==> config.mk <==
export PLATFORM = sky130hd
export DESIGN_NAME = wdtb_top
export DESIGN_NICKNAME = d
export VERILOG_FILES = /design/src/verilog/wdtb_pkg.sv /design/src/verilog/wdtb_lfo_tick.sv /design/src/verilog/wdtb_top.sv
export SDC_FILE = /design/constraint.sdc
export NUM_CORES = 1
export LEC_CHECK = 0
export BUFFER_PORTS_ARGS = -buffer_cell sky130_fd_sc_hd__buf_2
export CELL_PAD_IN_SITES_DETAIL_PLACEMENT = 0
export CELL_PAD_IN_SITES_GLOBAL_PLACEMENT = 1
export CORE_MARGIN = 2
export CORE_UTILIZATION = 40
export CTS_CLUSTER_SIZE = 28
export DETAILED_ROUTE_END_ITERATION = 8
export HOLD_SLACK_MARGIN = 0.08
export PLACE_DENSITY = 0.88
export SLEW_MARGIN = 5
export SYNTH_ARGS = -nofsm -noshare
export SYNTH_HDL_FRONTEND = slang
export SYNTH_SLANG_ARGS = --single-unit
==> constraint.sdc <==
create_clock -name clk -period 3.8 [get_ports clk]
set_input_delay 0.76 -clock clk [delete_from_list [all_inputs] [get_ports clk]]
set_output_delay 0.76 -clock clk [all_outputs]
set_load 0.01 [all_outputs]
==> src/verilog/wdtb_pkg.sv <==
// Shared constants and types of the watchdog timer block.
//
// Summary of operation
// - Counter advances on the 31 kHz low-frequency oscillator, about 1 ms base.
// - Reaching the selected period without a clear requests a device reset when neither in Sleep nor Idle.
// - Mode 11 keeps the watchdog active always, Sleep included, enable ignored.
// - Mode 10 keeps the watchdog active while awake, disabled in Sleep.
// - Mode 01 follows the software enable bit, awake or asleep.
// - Mode 00, or mode 01 with enable 0, holds the counter cleared.
// - Software enable is control bit 0, ignored in modes 1x and 00.
// - Period select bits 5..1 give prescale 32 times two to the code.
// - Period codes 10011 to 11111 act as the minimum 1:32 prescale.
// - After reset the period select is 01011, a 1:65536 two-second period.
// - Count clears on reset, clear instruction, Sleep change, oscillator fail, disable, start-up.
// - Entering Sleep clears the count; counting resumes if Sleep keeps it enabled.
// - After Sleep the count stays zero until the start-up timer completes.
// - Time-out in Sleep wakes without reset and records time-out and power-down flags.
// - Clock switches and divider changes leave the count unaffected.
// - Time-out in Idle wakes the device without reset and raises no interrupt.
package wdtb_pkg;

	// Oscillator and base interval.
	localparam int LFO_FREQ_HZ      = 31000;
	localparam int BASE_INTERVAL_US = 1000;
	localparam int PRESCALE_LOG2    = 5;
	localparam int CNT_MIN_W        = 24;

	// Register byte addresses.
	localparam logic [11:0] ADDR_CTRL     = 12'h000;
	localparam logic [11:0] ADDR_STATUS   = 12'h004;
	localparam logic [11:0] ADDR_IRQ_STAT = 12'h008;
	localparam logic [11:0] ADDR_IRQ_MASK = 12'h00c;
	localparam logic [11:0] ADDR_COUNT    = 12'h010;

	// Control register layout.
	localparam int          CTRL_SWEN_BIT = 0;
	localparam int          CTRL_PS_LSB   = 1;
	localparam int          CTRL_PS_MSB   = 5;
	localparam logic [4:0]  PS_RESET      = 5'h0b;
	localparam logic [4:0]  PS_MAX        = 5'h12;
	localparam logic [7:0]  CTRL_RESET    = 8'h16;
	localparam logic [7:0]  CTRL_WR_MASK  = 8'h3f;

	// Status register layout.
	localparam int STAT_TIMEOUT_BIT = 0;
	localparam int STAT_PWRDN_BIT   = 1;
	localparam int STAT_ACTIVE_BIT  = 2;
	localparam int STAT_HOLD_BIT    = 3;
	localparam int STAT_MODE_LSB    = 4;

	// Interrupt status and mask layout.
	localparam int         IRQ_W           = 3;
	localparam int         IRQ_RESET_BIT   = 0;
	localparam int         IRQ_WAKE_BIT    = 1;
	localparam int         IRQ_OSCFAIL_BIT = 2;
	localparam logic [2:0] IRQ_MASK_RESET  = 3'h0;

	// Operating modes.
	localparam logic [1:0] MODE_OFF      = 2'h0;
	localparam logic [1:0] MODE_SOFTWARE = 2'h1;
	localparam logic [1:0] MODE_AWAKE    = 2'h2;
	localparam logic [1:0] MODE_ALWAYS   = 2'h3;

	// Counter states.
	typedef enum logic [2:0] {
		WDTB_OFF  = 3'b001,
		WDTB_RUN  = 3'b010,
		WDTB_HOLD = 3'b100
	} wdtb_state_t;

endpackage

==> src/verilog/wdtb_lfo_tick.sv <==
// Synchroniser and edge detector turning the oscillator input into tick pulses.
module wdtb_lfo_tick
(
	// Clock and reset.
	input  wire logic clk,
	input  wire logic rst,
	// Oscillator level.
	input  wire logic lfo_in,
	// One-cycle pulse per oscillator rising edge.
	output logic      tick
);

	typedef struct packed {
		logic meta;
		logic sync;
		logic prev;
		logic tick;
	} wdtb_tick_st_t;

	wdtb_tick_st_t s_q;
	wdtb_tick_st_t s_d;

	// The first stage feeds only the second stage.
	always_comb
	begin
		s_d      = s_q;
		s_d.meta = lfo_in;
		s_d.sync = s_q.meta;
		s_d.prev = s_q.sync;
		s_d.tick = s_q.sync & ~s_q.prev;
	end

	always_ff @(posedge clk)
	begin
		if (rst)
			s_q <= '0;
		else
			s_q <= s_d;
	end

	assign tick = s_q.tick;

endmodule

==> src/verilog/wdtb_top.sv <==
// Watchdog timer block with APB register access and interrupt logic.
//
// Local design decisions: the APB interface to the registers and the register offsets.
module wdtb_top
#(
	parameter int CNT_W = 24
)
(
	// Clock and reset.
	input  wire logic        clk,
	input  wire logic        rst,
	// APB slave.
	input  wire logic        psel,
	input  wire logic        penable,
	input  wire logic        pwrite,
	input  wire logic [11:0] paddr,
	input  wire logic [31:0] pwdata,
	output logic      [31:0] prdata,
	output logic             pready,
	output logic             pslverr,
	// Oscillator.
	input  wire logic        low_freq_internal_osc,
	// Configuration and CPU state.
	input  wire logic [1:0]  wdt_mode_cfg,
	input  wire logic        clear_watchdog_instr,
	input  wire logic        sleep_mode,
	input  wire logic        idle_mode,
	input  wire logic        osc_fail,
	input  wire logic        osc_startup_timer_running,
	// Results.
	output logic             device_reset_req,
	output logic             wake_req,
	output logic             timeout_flag,
	output logic             powerdown_flag,
	output logic             irq
);

	if (CNT_W < wdtb_pkg::CNT_MIN_W || CNT_W > 32)
	begin : g_check
		$error("Counter width must cover the longest period and fit the bus word.");
	end

	localparam int IRQ_LAST = wdtb_pkg::IRQ_W - 1;

	typedef struct packed {
		wdtb_pkg::wdtb_state_t             st;
		logic [7:0]                        ctrl;
		logic [CNT_W-1:0]                  cnt;
		logic                              sleep_prev;
		logic [wdtb_pkg::IRQ_W-1:0]        irq_stat;
		logic [wdtb_pkg::IRQ_W-1:0]        irq_mask;
		logic                              tflag;
		logic                              pflag;
		logic                              rst_req;
		logic                              wake;
		logic                              irq;
		logic                              pready;
		logic                              pslverr;
		logic [31:0]                       prdata;
	} wdtb_st_t;

	wdtb_st_t s_q;
	wdtb_st_t s_d;
	logic     tick;

	// Terminal count of the selected period.
	function automatic logic [CNT_W-1:0] wdtb_terminal(input logic [4:0] ps);
		logic [CNT_W-1:0] one;
		one = {{(CNT_W-1){1'b0}}, 1'b1};
		if (ps > wdtb_pkg::PS_MAX)
			return one << wdtb_pkg::PRESCALE_LOG2;
		else
			return one << (wdtb_pkg::PRESCALE_LOG2 + int'(ps));
	endfunction

	// Whether the counter may run in the present mode.
	function automatic logic wdtb_active(input logic [1:0] mode, input logic swen,
		input logic asleep);
		case (mode)
			wdtb_pkg::MODE_ALWAYS:   return 1'b1;
			wdtb_pkg::MODE_AWAKE:    return ~asleep;
			wdtb_pkg::MODE_SOFTWARE: return swen;
			default:                 return 1'b0;
		endcase
	endfunction

	// Address decode used by the error path.
	function automatic logic wdtb_mapped(input logic [11:0] addr);
		return (addr == wdtb_pkg::ADDR_CTRL) || (addr == wdtb_pkg::ADDR_STATUS) ||
			(addr == wdtb_pkg::ADDR_IRQ_STAT) || (addr == wdtb_pkg::ADDR_IRQ_MASK) ||
			(addr == wdtb_pkg::ADDR_COUNT);
	endfunction

	wdtb_lfo_tick u_tick
	(
		.clk    (clk),
		.rst    (rst),
		.lfo_in (low_freq_internal_osc),
		.tick   (tick)
	);

	always_comb
	begin
		logic             acc;
		logic             done;
		logic             active;
		logic             sleep_edge;
		logic             clr;
		logic             tout;
		logic [CNT_W-1:0] term;
		logic [31:0]      rd;
		logic [IRQ_LAST:0] ev;

		acc        = psel & penable;
		done       = acc & s_q.pready;
		active     = wdtb_active(wdt_mode_cfg, s_q.ctrl[wdtb_pkg::CTRL_SWEN_BIT], sleep_mode);
		sleep_edge = sleep_mode ^ s_q.sleep_prev;
		term       = wdtb_terminal(s_q.ctrl[wdtb_pkg::CTRL_PS_MSB:wdtb_pkg::CTRL_PS_LSB]);
		tout       = 1'b0;
		rd         = 32'h0000_0000;
		ev         = '0;
		clr        = 1'b0;

		s_d            = s_q;
		s_d.rst_req    = 1'b0;
		s_d.wake       = 1'b0;
		s_d.pready     = 1'b0;
		s_d.pslverr    = 1'b0;
		s_d.sleep_prev = sleep_mode;

		// Read data and error are prepared in the first access cycle.
		case (paddr)
			wdtb_pkg::ADDR_CTRL:
				rd = {24'h00_0000, s_q.ctrl & wdtb_pkg::CTRL_WR_MASK};
			wdtb_pkg::ADDR_STATUS:
			begin
				rd[wdtb_pkg::STAT_TIMEOUT_BIT] = s_q.tflag;
				rd[wdtb_pkg::STAT_PWRDN_BIT]   = s_q.pflag;
				rd[wdtb_pkg::STAT_ACTIVE_BIT]  = (s_q.st == wdtb_pkg::WDTB_RUN);
				rd[wdtb_pkg::STAT_HOLD_BIT]    = (s_q.st == wdtb_pkg::WDTB_HOLD);
				rd[wdtb_pkg::STAT_MODE_LSB+1:wdtb_pkg::STAT_MODE_LSB] = wdt_mode_cfg;
			end
			wdtb_pkg::ADDR_IRQ_STAT:
				rd[wdtb_pkg::IRQ_W-1:0] = s_q.irq_stat;
			wdtb_pkg::ADDR_IRQ_MASK:
				rd[wdtb_pkg::IRQ_W-1:0] = s_q.irq_mask;
			wdtb_pkg::ADDR_COUNT:
				rd[CNT_W-1:0] = s_q.cnt;
			default:
				rd = 32'h0000_0000;
		endcase

		if (acc && !s_q.pready)
		begin
			s_d.pready  = 1'b1;
			s_d.pslverr = ~wdtb_mapped(paddr);
			s_d.prdata  = pwrite ? 32'h0000_0000 : rd;
		end

		// Writes and read side effects take place at the completing edge.
		if (done)
		begin
			if (pwrite && paddr == wdtb_pkg::ADDR_CTRL)
				s_d.ctrl = pwdata[7:0] & wdtb_pkg::CTRL_WR_MASK;
			if (pwrite && paddr == wdtb_pkg::ADDR_IRQ_MASK)
				s_d.irq_mask = pwdata[wdtb_pkg::IRQ_W-1:0];
			if (!pwrite && paddr == wdtb_pkg::ADDR_IRQ_STAT)
				s_d.irq_stat = '0;
		end

		// Counter control; the tick arrives through the synchroniser.
		clr = clear_watchdog_instr | sleep_edge | osc_fail | osc_startup_timer_running |
			~active;

		case (s_q.st)
			wdtb_pkg::WDTB_OFF,
			wdtb_pkg::WDTB_RUN,
			wdtb_pkg::WDTB_HOLD:
			begin
				if (!active)
					s_d.st = wdtb_pkg::WDTB_OFF;
				else if (osc_startup_timer_running)
					s_d.st = wdtb_pkg::WDTB_HOLD;
				else
					s_d.st = wdtb_pkg::WDTB_RUN;
			end
			default:
				s_d.st = wdtb_pkg::WDTB_OFF;
		endcase

		// Clock switches do not appear here, so they never touch the count.
		if (clr)
			s_d.cnt = '0;
		else if (tick)
		begin
			if (s_q.cnt >= term - {{(CNT_W-1){1'b0}}, 1'b1})
			begin
				s_d.cnt = '0;
				tout    = 1'b1;
			end
			else
				s_d.cnt = s_q.cnt + {{(CNT_W-1){1'b0}}, 1'b1};
		end

		// Flags are cleared by the clear instruction; a new event wins.
		if (clear_watchdog_instr)
		begin
			s_d.tflag = 1'b0;
			s_d.pflag = 1'b0;
		end
		if (sleep_mode && !s_q.sleep_prev)
			s_d.pflag = 1'b1;

		if (tout)
		begin
			s_d.tflag = 1'b1;
			if (sleep_mode || idle_mode)
			begin
				s_d.wake = 1'b1;
				if (sleep_mode)
				begin
					ev[wdtb_pkg::IRQ_WAKE_BIT] = 1'b1;
					s_d.pflag = 1'b1;
				end
			end
			else
			begin
				s_d.rst_req = 1'b1;
				ev[wdtb_pkg::IRQ_RESET_BIT] = 1'b1;
			end
		end

		if (osc_fail)
			ev[wdtb_pkg::IRQ_OSCFAIL_BIT] = 1'b1;

		// Sticky events: a set in the clearing cycle survives.
		s_d.irq_stat = s_d.irq_stat | ev;
		s_d.irq      = |(s_d.irq_stat & s_d.irq_mask);
	end

	always_ff @(posedge clk)
	begin
		if (rst)
		begin
			s_q            <= '0;
			s_q.st         <= wdtb_pkg::WDTB_OFF;
			s_q.ctrl       <= wdtb_pkg::CTRL_RESET;
			s_q.irq_mask   <= wdtb_pkg::IRQ_MASK_RESET;
		end
		else
			s_q <= s_d;
	end

	assign prdata           = s_q.prdata;
	assign pready           = s_q.pready;
	assign pslverr          = s_q.pslverr;
	assign device_reset_req = s_q.rst_req;
	assign wake_req         = s_q.wake;
	assign timeout_flag     = s_q.tflag;
	assign powerdown_flag   = s_q.pflag;
	assign irq              = s_q.irq;

endmodule

==> reports/metrics.cfg <==
[status]
status=finished, final reports clean

[routing]
num_vias=3639
dr.pass1.iters=5
first_iter_violations=267
drc=0
wl_per_cell_um=13.7
detail-route-antenna-nets=0
viasPerCell=5.30
wirelength_um=9430

[timing]
rsz0062_at_grt=no
fin_skew_ps=11.9
setup_viol_count_final=0
tightestPinTransition_ps=720
finalMaxSlewViolations=0
finalSetupTns_ps=0
hold_violations=0
min_period_over_period_pct=83.4
post-route-min-period_ps=3170
slew_headroom_pct=52.0
timing.fmax_ghz=0.315

[floorplan]
rows=37
initial_core_util_pct=41.1
coreArea_mm2=0.0103
io_pins=96
die-width_um=107
dieArea_mm2=0.0114
die_y_um=107

[clocking]
numClockSinks=75
htreeDepth=3
numCtsBuffers=9
cts_root_buffer=clkbuf_8
clock_latency_ps=350
clock_path_buffers=2
holdBufCountCts=0
cts.repair.resized=0
clk_pin_slew_worst_paths_ps=90
postCtsSetupBuffers=0
cts_tree=built

[global_routing]
track_usage_pct=17.4
grt_pass1_vias=3450
grt_max_degree=33
overflow=0
grt_pass1_wl_um=16100
antenna_found_initial=0

[logic_synthesis]
synth-edff-count=0
yosys-top-cells-area=dfxtp_1 36%, ha_1 8.0%, nor2_1 8.0%
synth_cell_types=56
synth_largest_area_cell=dfxtp_1
syn_inst=510
synth_top_flop_cell=dfxtp_1
synth_top_cell_area_share_pct=35.5
syn_area_mm2=0.00423
yosys_warnings=0
ys_seq_area_share_pct=35.5
ys_ff_latch=75
synth-async-reset-ratio_pct=0
postSynthAreaPerCell_um2=8.29

[cells_and_area]
nets=629
multi_input_area_mm2=0.00235
synthToLayoutAreaGrowth_pct=10.6
layout.area.seq_mm2=0.00150
final_common_cell=nor2_1
layout_common_cells=90 x nor2_1, 74 x dfxtp_1, 61 x buf_2
drive_gt1_share_pct=17.6
diodes=0
final_core_util_pct=45.5
fillCellCount=1008

[worst_setup_path]
crit_required_ps=4040
crit_path_end_kind=register
worstPathArrival_ps=3410
crit_path_max_fanout=15
path_class=reg2reg
start_kind=register

[placement]
gp_congestion=0.810
dp_hpwl_um=7110
portBuffers=61

[hold_path]
min_path_type=reg2reg

[power_and_ir_drop]
peakVddDrop_mv=0.203
cellPowerDensity_mw_per_mm2=333
power_leakage_uw=0.00194

[job]
maxCapViolCount=0

## synth_stat cells (12+ instances only)
cell type  count
nand3_1       12
nor2_1        90
nand2_1       34
dfxtp_1       75
inv_1         17
ha_1          27
buf_4         32
clkbuf_1      21
a22oi_1       21
o21ai_0       13
a21oi_1       21
xor2_1        17
## power by group
part / leakage (uW) / internal, uW / switching, uW
clock network: 0.000106 / 371 / 298
logic: 0.00122 / 34.3 / 55.3
registers: 0.000607 / 792 / 4.66
total: 0.00194 / 1200 / 358
## worst max-delay path: stages, from the launching register on
cell and delay [ps]:
dfxtp_1 640, nor2b_1 190, buf_4 180, o21ai_0 90, a2bb2oi_1 150, ha_1 330, a41oi_1 210, o21ai_0 130
a221oi_1 250, o21ai_0 130, a21oi_1 140, buf_4 160, o31ai_1 90, a221o_1 370
## state kept, by name, summed over array words and instances, names as in the netlist
signal / flops
u_tick.s_d: 2
pslverr: 1
timeout_flag: 1
irq: 1
device_reset_req: 1
wake_req: 1
s_q: 40
powerdown_flag: 1
u_tick.s_q: 1
u_tick.tick: 1
pready: 1
prdata: 24
## layer usage
layer  track usage, %  part of all wire, %  vias to the layer above
li1                 -                    -                     1819
met1             23.3                   48                     1693
met2             27.9                   46                      112
met3             3.53                  5.0                       15
met4             6.22                  1.8                        0
met5                0                    0                        -
## kinds of logic after synthesis
group / count (synthesis) / synth area share, %
compound gates: 97 / 15.6
xor+xnor: 26 / 5.38
fa+ha+maj: 27 / 7.99
buf+inv: 74 / 9.94
flops: 75 / 35.5
mux: 13 / 3.17
other cells: 2 / 0.178
simple gates: 196 / 22.2
## layout make-up
cell class	count	share of cell area, %
Clock inverter	6	1.93
Clock buffer	10	2.73
Sequential cell	75	32.1
Timing Repair Buffer	70	7.97
Inverter	17	1.36
Tap cell	136	3.64
Multi-Input combinational cell	372	50.2
## path summary, 6_finish.rpt
check	start	endpoint	slack (ps)	depth (start not counted)
setup / recovery	s_q[74]$_SDFFE_PP1P_	irq$_SDFF_PP0_	630	13
hold / removal	u_tick.s_q[1]$_SDFF_PP0_	u_tick.tick$_SDFF_PP0_	390	1
setup reg to reg	s_q[74]$_SDFFE_PP1P_	irq$_SDFF_PP0_	630	13
hold reg to reg	u_tick.s_q[1]$_SDFF_PP0_	u_tick.tick$_SDFF_PP0_	390	1
## stage by stage
step                      hold WS [ps]  worst slack [ps]  area [um2]  std cells  total power [uW]
after floorplan                    367               646        4270        521               878
after global placement             373               421        4460        670               900
after detailed placement           377               403        4460        670               902
after CTS                          388               373        4670        686              1570
after global routing               413               243        4680        686              1620
final                              386               629        4680        686              1550
Note: power is estimated with default switching activity, not from simulation.
